### src/common/iap_defs.svh
// Constants for the analog-input and address port block
// Overview of operation
// - Analog port: eight input-only pins, no driver
// - Reset sets analog latch bits, analog mode
// - Latch bit zero gives high-impedance digital input
// - Pins feed timer2 count, trigger, slave select
// - Address port follows latch, with pull-ups
// - Program fetch drives middle address byte
// - Data access drives middle and high bytes
// - Drive select one: push-pull from address bus
// - External accesses never modify address latch
// - Reads return latch or pin per signal
`ifndef IAP_DEFS_SVH
`define IAP_DEFS_SVH
`define IAP_ANALOG_RESET   8'hff
`define IAP_ADDRESS_RESET  8'hff
`define IAP_BIT_T2_COUNT   0
`define IAP_BIT_T2_TRIG    1
`define IAP_BIT_SLAVE_SEL  5
`define IAP_SEL_FETCH_HI   2'h0
`define IAP_SEL_DATA_MID   2'h1
`define IAP_SEL_DATA_HI    2'h2
`endif

### src/common/iap_pkg.sv
// Types for the analog-input and address port block
package iap_pkg;
  typedef enum logic [1:0] {
    IAP_ADDR_FETCH_HI = 2'b00,
    IAP_ADDR_DATA_MID = 2'b01,
    IAP_ADDR_DATA_HI  = 2'b10,
    IAP_ADDR_RSVD     = 2'b11
  } iap_addr_sel_t;
endpackage

### src/core/iap_ports.sv
// Analog-capable input port and bidirectional address port
`timescale 1ns/1ps
`default_nettype none
`include "iap_defs.svh"
module iap_ports
  import iap_pkg::*;
#(
  parameter int WIDTH = 8
)
(
  input  wire logic                 CORE_CLK,        // Core clock, 125 MHz
  input  wire logic                 RST_N,           // Synchronous reset, active low
  input  wire logic                 AP_WRITE,        // Write pulse to analog latch
  input  wire logic                 DP_WRITE,        // Write pulse to address latch
  input  wire logic [WIDTH-1:0]     WRITE_DATA,      // Data for latch writes
  input  wire logic                 READ_PIN,        // 1 reads pins, 0 reads latch
  input  wire logic [WIDTH-1:0]     AP_PIN_IN,       // Analog port pin levels
  input  wire logic [WIDTH-1:0]     DP_PIN_IN,       // Address port pin levels
  input  wire logic                 EXT_MEM_DRIVE,   // External memory drive select
  input  wire iap_pkg::iap_addr_sel_t ADDR_SEL,      // Which address byte to drive
  input  wire logic [23:0]          EXT_ADDR,        // Internal 24-bit address bus
  output logic [WIDTH-1:0]          AP_READ,         // Analog port read data
  output logic [WIDTH-1:0]          DP_READ,         // Address port read data
  output logic [WIDTH-1:0]          AP_ANALOG_EN,    // Per-pin analog mode select
  output logic [WIDTH-1:0]          DP_PIN_OUT,      // Address port pin output
  output logic [WIDTH-1:0]          DP_PIN_OE,       // High while pin driven hard
  output logic [WIDTH-1:0]          DP_PULLUP_EN,    // Weak pull-up enable
  output logic                      T2_COUNT_IN,     // Timer2 external count input
  output logic                      T2_TRIGGER_IN,   // Timer2 capture/reload trigger
  output logic                      SLAVE_SELECT_N   // Serial slave select, active low
);
  logic [WIDTH-1:0] analog_port_latch;
  logic [WIDTH-1:0] address_port_latch;
  logic [WIDTH-1:0] ap_s1, ap_s2, ap_s3, ap_clean;
  logic [WIDTH-1:0] dp_s1, dp_s2, dp_s3, dp_clean;
  logic [WIDTH-1:0] next_ap_clean;
  logic [WIDTH-1:0] next_dp_clean;
  logic [WIDTH-1:0] addr_byte;

  // How the block is organised:
  // The analog-capable port has no output stage at all. Its latch only
  // chooses, per pin, between analog mode (latch bit 1) and a plain
  // high-impedance digital input (latch bit 0). The mode select leaves
  // the block registered so the pad control never sees a glitch.
  // The address port has a latch that software owns. While an external
  // memory cycle is in progress the pins are driven hard from the
  // internal address bus; the latch is left alone, so its value is back
  // on the pins at the first clock edge after the drive select falls.
  // Both ports read either the latch or the filtered pin level, picked
  // by one read-select input that the instruction decoder supplies.
  // Pins are asynchronous to the core clock: each passes three flops and
  // a change is taken only once the second and third flops agree. That
  // costs five cycles of latency on every pin read and alternate input,
  // a price paid to keep metastable or one-cycle glitches out of timer 2
  // and the serial slave-select logic.

  // Read-back selection shared by both ports: pin level or latch contents
  function automatic logic [WIDTH-1:0] read_select(
    input logic             pin_sel,
    input logic [WIDTH-1:0] pin_level,
    input logic [WIDTH-1:0] latch_value
  );
    if (pin_sel)
      read_select = pin_level;
    else
      read_select = latch_value;
  endfunction

  // Address byte decode; code 3 is unused and falls back to the fetch byte
  function automatic logic [7:0] addr_pick(
    input iap_addr_sel_t sel,
    input logic [23:0]   addr
  );
    case (sel)
      IAP_ADDR_FETCH_HI: addr_pick = addr[15:8];
      IAP_ADDR_DATA_MID: addr_pick = addr[15:8];
      IAP_ADDR_DATA_HI:  addr_pick = addr[23:16];
      default:           addr_pick = addr[15:8];
    endcase
  endfunction

  // Analog latch; reset to all ones puts every pin in analog mode
  always_ff @(posedge CORE_CLK)
  begin
    if (!RST_N)
      analog_port_latch <= `IAP_ANALOG_RESET;
    else if (AP_WRITE)
      analog_port_latch <= WRITE_DATA;
  end

  // Address latch; only software writes touch it, never bus cycles
  always_ff @(posedge CORE_CLK)
  begin
    if (!RST_N)
      address_port_latch <= `IAP_ADDRESS_RESET;
    else if (DP_WRITE)
      address_port_latch <= WRITE_DATA;
  end

  // Three-stage synchronisers; a change counts once stages two and three agree
  always_ff @(posedge CORE_CLK)
  begin
    if (!RST_N)
    begin
      ap_s1    <= '0;
      ap_s2    <= '0;
      ap_s3    <= '0;
      ap_clean <= '0;
      dp_s1    <= '0;
      dp_s2    <= '0;
      dp_s3    <= '0;
      dp_clean <= '0;
    end
    else
    begin
      ap_s1    <= AP_PIN_IN;
      ap_s2    <= ap_s1;
      ap_s3    <= ap_s2;
      ap_clean <= next_ap_clean;
      dp_s1    <= DP_PIN_IN;
      dp_s2    <= dp_s1;
      dp_s3    <= dp_s2;
      dp_clean <= next_dp_clean;
    end
  end

  // Per-bit agreement filter, so a one-cycle glitch is not taken
  genvar gi;
  generate
    for (gi = 0; gi < WIDTH; gi++)
    begin : g_filt
      assign next_ap_clean[gi] = (ap_s2[gi] == ap_s3[gi]) ? ap_s2[gi] : ap_clean[gi];
      assign next_dp_clean[gi] = (dp_s2[gi] == dp_s3[gi]) ? dp_s2[gi] : dp_clean[gi];
    end
  endgenerate

  // Address byte chosen by the kind of external access
  // The byte follows the bus combinationally and is registered at the pins
  always_comb
  begin
    addr_byte = addr_pick(ADDR_SEL, EXT_ADDR);
  end

  // Read paths; analog-mode pins read their filtered level too, software
  // must clear the latch bit for the value to mean anything
  always_ff @(posedge CORE_CLK)
  begin
    if (!RST_N)
    begin
      AP_READ <= '0;
      DP_READ <= '0;
    end
    else
    begin
      AP_READ <= read_select(READ_PIN, ap_clean, analog_port_latch);
      DP_READ <= read_select(READ_PIN, dp_clean, address_port_latch);
    end
  end

  // Analog port has no driver; only the mode select leaves the block
  always_ff @(posedge CORE_CLK)
  begin
    if (!RST_N)
      AP_ANALOG_EN <= `IAP_ANALOG_RESET;
    else
      AP_ANALOG_EN <= analog_port_latch;
  end

  // Address port pins: push-pull from bus in memory mode, else latch with pull-ups.
  // Port mode drives only zeros hard; ones rely on the pull-up, as quasi-bidirectional.
  always_ff @(posedge CORE_CLK)
  begin
    if (!RST_N)
    begin
      DP_PIN_OUT   <= `IAP_ADDRESS_RESET;
      DP_PIN_OE    <= '0;
      DP_PULLUP_EN <= '1;
    end
    else if (EXT_MEM_DRIVE)
    begin
      DP_PIN_OUT   <= addr_byte;
      DP_PIN_OE    <= '1;
      DP_PULLUP_EN <= '0;
    end
    else
    begin
      DP_PIN_OUT   <= address_port_latch;
      DP_PIN_OE    <= ~address_port_latch;
      DP_PULLUP_EN <= '1;
    end
  end

  // Alternate functions taken from filtered pin levels.
  // They follow the pins whatever the latch mode, so a pin left in analog
  // mode still feeds timer 2 or slave select; software must pick one use.
  always_ff @(posedge CORE_CLK)
  begin
    if (!RST_N)
    begin
      T2_COUNT_IN    <= 1'b0;
      T2_TRIGGER_IN  <= 1'b0;
      SLAVE_SELECT_N <= 1'b1;
    end
    else
    begin
      T2_COUNT_IN    <= ap_clean[`IAP_BIT_T2_COUNT];
      T2_TRIGGER_IN  <= ap_clean[`IAP_BIT_T2_TRIG];
      SLAVE_SELECT_N <= ap_clean[`IAP_BIT_SLAVE_SEL];
    end
  end
endmodule
`default_nettype wire

### config.mk
export PLATFORM = sky130hd
export DESIGN_NAME = iap_ports
export DESIGN_NICKNAME = d
export VERILOG_FILES = /design/src/common/iap_pkg.sv /design/src/core/iap_ports.sv
export VERILOG_INCLUDE_DIRS = /design/src /design/src/common
export SDC_FILE = /design/constraint.sdc
export NUM_CORES = 1
export LEC_CHECK = 0
export BUFFER_PORTS_ARGS = -buffer_cell sky130_fd_sc_hd__buf_2
export CAP_MARGIN = 20
export CORE_ASPECT_RATIO = 1.1
export CORE_MARGIN = 2
export CORE_UTILIZATION = 45
export DETAILED_ROUTE_END_ITERATION = 7
export PLACE_DENSITY = 0.7
export SLEW_MARGIN = 20
export SYNTH_ARGS = -nofsm -noshare
export SYNTH_HDL_FRONTEND = slang
export SYNTH_SLANG_ARGS = --single-unit
### constraint.sdc
create_clock -name CORE_CLK -period 1.4 [get_ports CORE_CLK]
set_input_delay 0.21 -clock CORE_CLK [delete_from_list [all_inputs] [get_ports CORE_CLK]]
set_output_delay 0.21 -clock CORE_CLK [all_outputs]
set_load 0.01 [all_outputs]
==> flow_metrics.py, run 1 <==
metrics = {
    "timing": {
        "tns_ns": 0,
        "clock-skew-final_ns": 0.00669,
        "worst_pin_slew_ns": 0.558,
        "slew_headroom_pct": 62.8,
        "clock.fmax_ghz": 0.786,
        "fin_crit_sh_pct": 90.9,
        "setup_viol": 0,
        "hold_viol_final": 0,
        "drv_slew": 0,
        "rsz0062_at_grt": "false",
        "period_minus_slack_ns": 1.27,
    },
    "critical_path": {
        "slowest_delay_ns": 0.40,
        "worstPathArrival_ns": 1.06,
        "critPathKind": "reg -> out",
        "crit_start": "DP_PULLUP_EN[6]$_SDFF_PN1_",
        "reg2reg_slack_ns": 0.13,
        "cpMaxStageDelayCell": "dfxtp_1",
        "timing.rr.start": "address_port_latch[2]$_SDFFE_PN1P_",
        "cp_cell_sequence": "buf_2",
        "crit_fanout": 8,
        "cp-start-kind": "register",
        "crit_buf_inv": 1,
        "crit_path_end_kind": "output port",
        "r2r-end": "DP_PIN_OUT[2]$_SDFF_PN1_",
        "critPathTopFamily": "flip-flops",
        "crit_required_ns": 1.19,
        "reg2reg_depth": 3,
    },
    "detailed_routing": {
        "final_antenna_net_count": 0,
        "wl_met2_um": 3650,
        "routed.top_layer": "met4",
        "drc_errors": 0,
        "wl_met1_um": 3340,
        "drtIter0Drc": 108,
        "wl_met3_um": 434,
        "drt_wl_total_um": 7520,
        "drt-pass1-iter-count": 4,
        "routedWlPerCell_um": 12.1,
        "viasPerCell": 4.45,
        "route.vias.total": 2767,
    },
    "pwr": {
        "p_int_mw": 7.18,
        "ir_worst_vdd_mv": 0.927,
        "clockPowerShare_pct": 52.0,
        "switching_share_pct": 20.4,
        "sequentialPowerShare_pct": 41.6,
        "comb_power_share_pct": 6.3,
        "p_per_area_nw_per_um2": 1610,
        "p_sw_mw": 1.84,
        "p_leak_nw": 2.43,
        "power_mw": 9.03,
    },
    "clocking": {
        "clock_latency_ns": 0.50,
        "h-tree-depth": 4,
        "cts_inserted_buffers": 17,
        "cts_tree": "yes",
        "clock_path_buffers": 2,
        "cts_resized": 0,
        "cts-root-buf": "clkbuf_8",
        "clkSinkCount": 124,
        "clk_pin_slew_ns": 0.06,
    },
    "finish": {
        "final_cell_mix": "124 x dfxtp_1, 98 x buf_2, 50 x and2_1",
        "mostFrequentLayoutCell": "dfxtp_1",
        "drive_above_1_share_pct": 28.5,
        "area_growth_pct": 40.4,
        "nNetsFinal": 551,
        "antennaDiodeCount": 0,
        "final_cells": 622,
    },
    "global_route": {
        "overflow": 0,
        "antenna_found_initial": 0,
        "grt_max_degree": 68,
        "grt_first_pass_wirelength_um": 11600,
        "grt_usage_pct": 16.2,
        "grt_pass1_vias": 2509,
    },
    "die": {
        "ioPinCount": 107,
        "dieArea_um2": 9620,
        "num_rows": 36,
        "core_um2": 8740,
        "die_h_um": 103,
        "start_util_pct": 45.6,
        "die_x_um": 93.7,
    },
    "run": {
        "maxCapViolCount": 0,
    },
    "placed_design": {
        "place.gp.congestion": 0.764,
        "dp_cells": 549,
        "hpwlAfterDp_um": 4730,
        "port_buffers": 98,
    },
    "synthesis": {
        "syn_nets": 414,
        "synth_top_family_by_area": "simple AND/OR/NAND/NOR gates",
        "yosys_warnings": 0,
        "yosys.area_share.simple_pct": 18.2,
        "synthAdderAreaFrac_pct": 0,
        "yosysSeqAreaShare_pct": 62.3,
        "synth_seq_cells": 124,
        "syn_area_um2": 3980,
        "synth_xor_area_share_pct": 0,
        "muxShareOfSynthArea_pct": 8.04,
        "syn-mean-instance-area_um2": 11.1,
        "synth_compound_area_share_pct": 7.29,
        "synth_cells": 358,
        "yosysUniqueCellTypes": 17,
    },
    "worst_hold_path": {
        "hold_path.class": "in -> reg",
        "whs_path_depth": 2,
        "hold_start": "RST_N",
        "min_to": "address_port_latch[5]$_SDFFE_PN1P_",
    },
    "status": {
        "status": "completed",
    },
}
==> metal layers <==
metal | global-route usage (%) | up-vias
met5 | 0 | -
met4 | 7.02 | 0
met1 | 18.0 | 1237
met3 | 6.36 | 8
li1 | - | 1438
met2 | 27.5 | 84
==> how the worst max path moves through the flow <==
stage,to,slack [ns],depth (start not counted)
after floorplan,AP_READ[0]$_SDFF_PN0_,0.54,4
final,DP_PULLUP_EN[6],0.13,1
after detailed placement,ap_clean[2]$_SDFFE_PN0N_,0.28,3
after CTS,DP_PULLUP_EN[3],0.08,1
after global placement,ap_clean[1]$_SDFFE_PN0N_,0.35,3
after global routing,DP_PULLUP_EN[0],0.02,1
==> timing repair <==
item,CTS,global route
buffers inserted,0,0
endpoints found under the hold margin,41,0
hold buffers,41,0
==> per-stage QoR <==
step	setup slack [ns]	utilization (%)	cell area [um2]	hold WS (ns)
6_report	0.127	64.0	5590	0.0459
5_1_grt	0.0250	64.0	5590	0.0244
4_1_cts	0.0838	64.0	5590	0.0160
3_5_place_dp	0.278	51.8	4530	0.418
3_3_place_gp	0.350	51.8	4530	0.416
2_1_floorplan	0.540	-	3980	0.337
==> cells in the mapped netlist <==
library cell,count,area [um2]
a21boi_2,8,90.1
mux2i_1,32,320
buf_6,1,11.3
buf_4,11,82.6
o21ai_0,16,80.1
buf_2,6,30.0
and2_1,50,313
a21boi_0,16,120
buf_1,1,3.75
inv_2,1,3.75
nand2b_1,10,62.6
dfxtp_1,124,2480
nor2b_1,17,106
nand2_1,33,124
clkbuf_2,3,15.0
clkbuf_1,5,18.8
nand3_1,24,120
==> kinds of logic after synthesis <==
family / Yosys count
buffers and inverters: 28
AO/OA/AOI/OAI: 40
multiplexers: 32
AND/OR/NAND/NOR: 134
flip-flops: 124
==> power by group through the flow <==
stage	registers (mW)	clock network, mW	logic, mW
floorplan	3.85	0	0.263
global placement	3.83	0	0.472
detailed placement	3.83	0	0.481
CTS	3.76	4.80	0.578
global route	3.77	4.99	0.631
finish	3.76	4.70	0.573
==> cell type report <==
type	instances	area, um2
clock buffer	19	442
clock inverter	13	214
multi-input combinational	206	1340
fill	708	3150
tap	114	143
inverter	1	3.75
sequential	124	2480
timing repair buffer	145	971
(Power assumes the default switching activity.)
==> run 2: changes to the inputs <==
- CAP_MARGIN: 20 -> default
- CORE_ASPECT_RATIO: 1.1 -> 1.5
==> run 2 against run 1 <==
Combinational power shrank 15%; sequential share of layout area grew 4.4 points; sequential cell count did not move; routed wire length fell by 7.4%; die area is 0.16% higher; clock power fell by 21%; worst hold slack got worse by 0.029 ns; first-iteration DRC count is 19% lower.
==> flow_metrics.py, run 2 (same netlist as run 1, synthesis figures left out) <==
metrics = {
    "critical_path": {
        "critPathTopFamily": "flip-flops",
        "cpMaxStageDelayCell": "dfxtp_1",
        "crit_buf_inv": 1,
        "crit_cells": 1,
        "slowest_delay_ns": 0.40,
        "reg2reg_depth": 2,
        "crit_required_ns": 1.19,
        "crit_path_end_kind": "output port",
        "cp_cell_sequence": "buf_2",
        "cp-start-kind": "register",
        "crit_fanout": 8,
        "critPathKind": "reg -> out",
        "worstPathArrival_ns": 0.96,
    },
    "pwr": {
        "p_leak_nw": 2.23,
        "p_per_area_nw_per_um2": 1570,
        "ir_worst_vdd_mv": 0.908,
    },
    "global_route": {
        "overflow": 0,
        "grt_pass1_vias": 2400,
        "grt_max_degree": 61,
        "antenna_found_initial": 0,
        "grt_usage_pct": 15.3,
        "grt_first_pass_wirelength_um": 10900,
    },
    "timing": {
        "holdWs_ns": 0.0167,
        "fin_crit_sh_pct": 83.2,
        "slew_headroom_pct": 65.2,
        "setup_viol": 0,
        "hold_viol_final": 0,
        "drv_slew": 0,
        "period_minus_slack_ns": 1.17,
        "clock-skew-final_ns": 0.00659,
        "worst_pin_slew_ns": 0.522,
        "rsz0062_at_grt": "false",
        "clock.fmax_ghz": 0.858,
        "tns_ns": 0,
    },
    "clocking": {
        "h-tree-depth": 4,
        "cts_inserted_buffers": 17,
        "clk_pin_slew_ns": 0.05,
        "clkSinkCount": 124,
        "clock_path_buffers": 2,
        "clock_latency_ns": 0.40,
        "cts_setup_buffers": 0,
        "cts_tree": "yes",
        "cts-root-buf": "clkbuf_16",
    },
    "finish": {
        "area_growth_pct": 27.6,
        "final_cells": 580,
        "antennaDiodeCount": 0,
        "final_util_pct": 58.3,
        "drive_above_1_share_pct": 28.7,
        "final_cell_mix": "124 x dfxtp_1, 98 x buf_2, 50 x and2_1",
        "nNetsFinal": 516,
        "mostFrequentLayoutCell": "dfxtp_1",
    },
    "worst_hold_path": {
        "whs_path_depth": 2,
        "hold_path.class": "in -> reg",
    },
    "die": {
        "core_um2": 8720,
        "num_rows": 42,
        "die_x_um": 80.8,
        "dieArea_um2": 9640,
        "die_h_um": 119,
        "start_util_pct": 45.7,
        "ioPinCount": 107,
    },
    "detailed_routing": {
        "drtIter0Drc": 88,
        "drc_errors": 0,
        "routedWlPerCell_um": 12.0,
        "viasPerCell": 4.61,
        "drt_wl_total_um": 6960,
        "drt-pass1-iter-count": 4,
        "route.vias.total": 2673,
        "final_antenna_net_count": 0,
    },
    "placed_design": {
        "place.gp.congestion": 0.809,
        "hpwlAfterDp_um": 4870,
        "dp_cells": 544,
        "port_buffers": 98,
    },
    "status": {
        "status": "completed",
    },
    "run": {
        "maxCapViolCount": 0,
    },
}
## run 2: cell type report
cell class	instances	area, um2
Clock inverter	2	10.0
Sequential cell	124	2480
Multi-Input combinational cell	206	1340
Clock buffer	27	503
Timing Repair Buffer	110	611
Inverter	1	3.75
Tap cell	110	138
Fill cell	770	3640
## run 2: final timing paths
check,end,slack (ns),start
min reg2reg,dp_s2[7]$_SDFF_PN0_,0.43,dp_s1[7]$_SDFF_PN0_
max reg2reg,DP_PIN_OUT[1]$_SDFF_PN1_,0.67,address_port_latch[1]$_SDFFE_PN1P_
max,DP_PULLUP_EN[5],0.23,DP_PULLUP_EN[6]$_SDFF_PN1_
min,ap_s1[2]$_SDFF_PN0_,0.02,AP_PIN_IN[2]
## run 2: per-layer routing
| metal | track usage, % | routed length, um |
|---|---|---|
| met1 | 16.3 | 2860 |
| met2 | 25.1 | 3520 |
| met3 | 6.14 | 483 |
| met4 | 8.58 | 97 |
| met5 | 0 | 0 |
## run 2: power by group
group          internal, mW  total [mW]  switching [mW]  leakage [nW]
Sequential             3.70        3.76          0.0627          1.02
Combinational         0.246       0.485           0.238         0.958
Clock                  2.41        3.72            1.31         0.253
Total                  6.35        7.96            1.61          2.23
## run 2: repair_timing
action                                 CTS  global route
setup endpoints to repair                0             0
hold buffers                             5             2
resized for setup                        0             0
endpoints found under the hold margin    5             2
## run 2: stage by stage
stage | total power [mW] | setup slack [ns] | instance area [um2]
finish | 7.96 | 0.235 | 5080
global route | 8.28 | 0.143 | 5080
CTS | 8.04 | 0.206 | 5060
detailed placement | 4.30 | 0.306 | 4500
global placement | 4.29 | 0.342 | 4500
floorplan | 4.11 | 0.540 | 3980
==> run 3: changes to the inputs <==
- clock period: 1.4 -> 1.1 ns (I/O delays scaled with it)
==> run 3 against run 2 <==
Clock skew about the same; first-iteration DRC count shrank 17%; highest routed layer unchanged; final cell count increased by 3.1%; worst hold slack lost 0.0088 ns; combinational power grew 38%; largest cell class unchanged; largest power group unchanged; die area unchanged.
==> flow_metrics.py, run 3 (same netlist as run 1, synthesis figures left out) <==
metrics = {
    "global_route": {
        "grt_first_pass_wirelength_um": 11300,
        "grt_usage_pct": 15.9,
        "grt_max_degree": 54,
        "grt_pass1_vias": 2522,
        "overflow": 0,
        "antenna_found_initial": 0,
    },
    "finish": {
        "mostFrequentLayoutCell": "dfxtp_1",
        "drive_above_1_share_pct": 27.9,
        "nNetsFinal": 533,
        "final_cell_mix": "123 x dfxtp_1, 97 x buf_2, 50 x and2_1",
        "area_growth_pct": 32.1,
        "antennaDiodeCount": 0,
        "final_cell_area_um2": 5260,
    },
    "critical_path": {
        "crit_buf_inv": 1,
        "reg2reg_slack_ns": 0.38,
        "crit_start": "DP_PULLUP_EN[6]$_SDFF_PN1_",
        "crit_path_end_kind": "output port",
        "cp_cell_sequence": "buf_4",
        "timing.rr.start": "ap_clean[3]$_SDFFE_PN0N_",
        "critPathKind": "reg -> out",
        "cp-start-kind": "register",
        "cpMaxStageDelayCell": "dfxtp_4",
        "critPathTopFamily": "flip-flops",
        "worstPathArrival_ns": 0.90,
        "crit_fanout": 8,
        "r2r-end": "ap_clean[3]$_SDFFE_PN0N_",
        "slowest_delay_ns": 0.35,
        "reg2reg_depth": 2,
        "crit_required_ns": 0.94,
    },
    "detailed_routing": {
        "routedWlPerCell_um": 11.9,
        "drtIter0Drc": 73,
        "drt-pass1-iter-count": 4,
        "final_antenna_net_count": 0,
        "drc_errors": 0,
        "viasPerCell": 4.55,
        "route.vias.total": 2723,
        "drt_wl_total_um": 7130,
    },
    "timing": {
        "hold_viol_final": 0,
        "period_minus_slack_ns": 1.06,
        "worst_pin_slew_ns": 0.544,
        "fin_crit_sh_pct": 96.5,
        "rsz0062_at_grt": "true",
        "slew_headroom_pct": 63.6,
        "setup_slack_ns": 0.0387,
        "clock.fmax_ghz": 0.942,
        "drv_slew": 0,
        "clock-skew-final_ns": 0.00652,
        "setup_viol": 0,
    },
    "die": {
        "dieArea_um2": 9640,
        "num_rows": 42,
        "die_h_um": 119,
        "core_um2": 8720,
        "ioPinCount": 107,
        "start_util_pct": 45.7,
        "die_x_um": 80.8,
    },
    "clocking": {
        "cts_tree": "yes",
        "clkSinkCount": 124,
        "cts_inserted_buffers": 17,
        "clk_pin_slew_ns": 0.05,
        "h-tree-depth": 4,
        "clock_latency_ns": 0.41,
        "cts-root-buf": "clkbuf_16",
        "clock_path_buffers": 2,
    },
    "pwr": {
        "sequentialPowerShare_pct": 47.0,
        "clockPowerShare_pct": 46.5,
        "p_per_area_nw_per_um2": 1930,
        "p_sw_mw": 2.10,
        "p_int_mw": 8.08,
        "comb_power_share_pct": 6.6,
        "switching_share_pct": 20.7,
        "p_leak_nw": 2.31,
        "ir_worst_vdd_mv": 1.24,
    },
    "worst_hold_path": {
        "hold_start": "EXT_ADDR[23]",
        "min_to": "DP_PIN_OUT[7]$_SDFF_PN1_",
        "hold_path.class": "in -> reg",
        "whs_path_depth": 3,
    },
    "placed_design": {
        "pre_cts_slack_ns": 0.0798,
        "port_buffers": 98,
        "place.gp.congestion": 0.783,
        "hpwlAfterDp_um": 4780,
        "dpl_cell_area_um2": 4520,
    },
    "run": {
        "maxCapViolCount": 0,
    },
    "status": {
        "status": "completed",
    },
}
[run 3: cell count changes in the layout (fill, tap and decap cells not counted)]
cell,change
clkbuf_8,-1
clkbuf_1,+2
dlygate4sd3_1,+16
dfxtp_1,-1
buf_12,+1
buf_2,-1
dfxtp_4,+1
buf_4,+1
[run 3: layout make-up]
| cell class | count | area, um2 |
|---|---|---|
| Inverter | 1 | 3.75 |
| Multi-Input combinational cell | 206 | 1340 |
| Fill cell | 761 | 3460 |
| Tap cell | 110 | 138 |
| Clock buffer | 28 | 497 |
| Timing Repair Buffer | 127 | 793 |
| Clock inverter | 2 | 10.0 |
| Sequential cell | 124 | 2490 |
[run 3: how the worst max path moves through the flow]
stage	endpoint	depth (start not counted)	slack [ns]
finish	DP_PULLUP_EN[7]	1	0.04
global route	DP_PULLUP_EN[2]	1	-0.005
CTS	DP_PULLUP_EN[4]	1	0.02
detailed placement	ap_clean[7]$_SDFFE_PN0N_	3	0.08
global placement	DP_PIN_OUT[6]$_SDFF_PN1_	4	0.1
floorplan	AP_READ[0]$_SDFF_PN0_	4	0.28
[run 3: what timing repair did]
action                                 in CTS  in global routing
setup buffers                               0                  0
gates resized for setup                     1                  2
hold buffers                               23                  0
endpoints found under the hold margin      21                  0
setup endpoints to repair                   8                  8
[run 3: stage by stage]
step / util (%) / hold slack, ns / instances / TNS (ns) / total power, mW
final: 60.3 / 0.00789 / 598 / 0 / 10.2
after global routing: 60.3 / 0.00330 / 598 / -0.00926 / 10.6
after CTS: 60.3 / 0.0000629 / 598 / 0 / 10.3
after detailed placement: 51.8 / 0.375 / 545 / 0 / 5.48
after global placement: 51.8 / 0.371 / 545 / 0 / 5.46
after floorplan: - / 0.292 / 358 / 0 / 5.24
[run 3: power groups by stage]
stage               clock network (mW)  registers [mW]  logic (mW)
floorplan                            0            4.90       0.335
global placement                     0            4.87       0.598
detailed placement                   0            4.87       0.608
CTS                               4.82            4.79       0.672
global route                      5.04            4.80       0.736
finish                            4.73            4.78       0.668
[run 3: metal layers]
metal	global-route usage [%]	share of wire (%)
met1	16.9	41
met2	25.3	48
met3	5.00	6.6
met4	12.3	4.2
met5	0	0
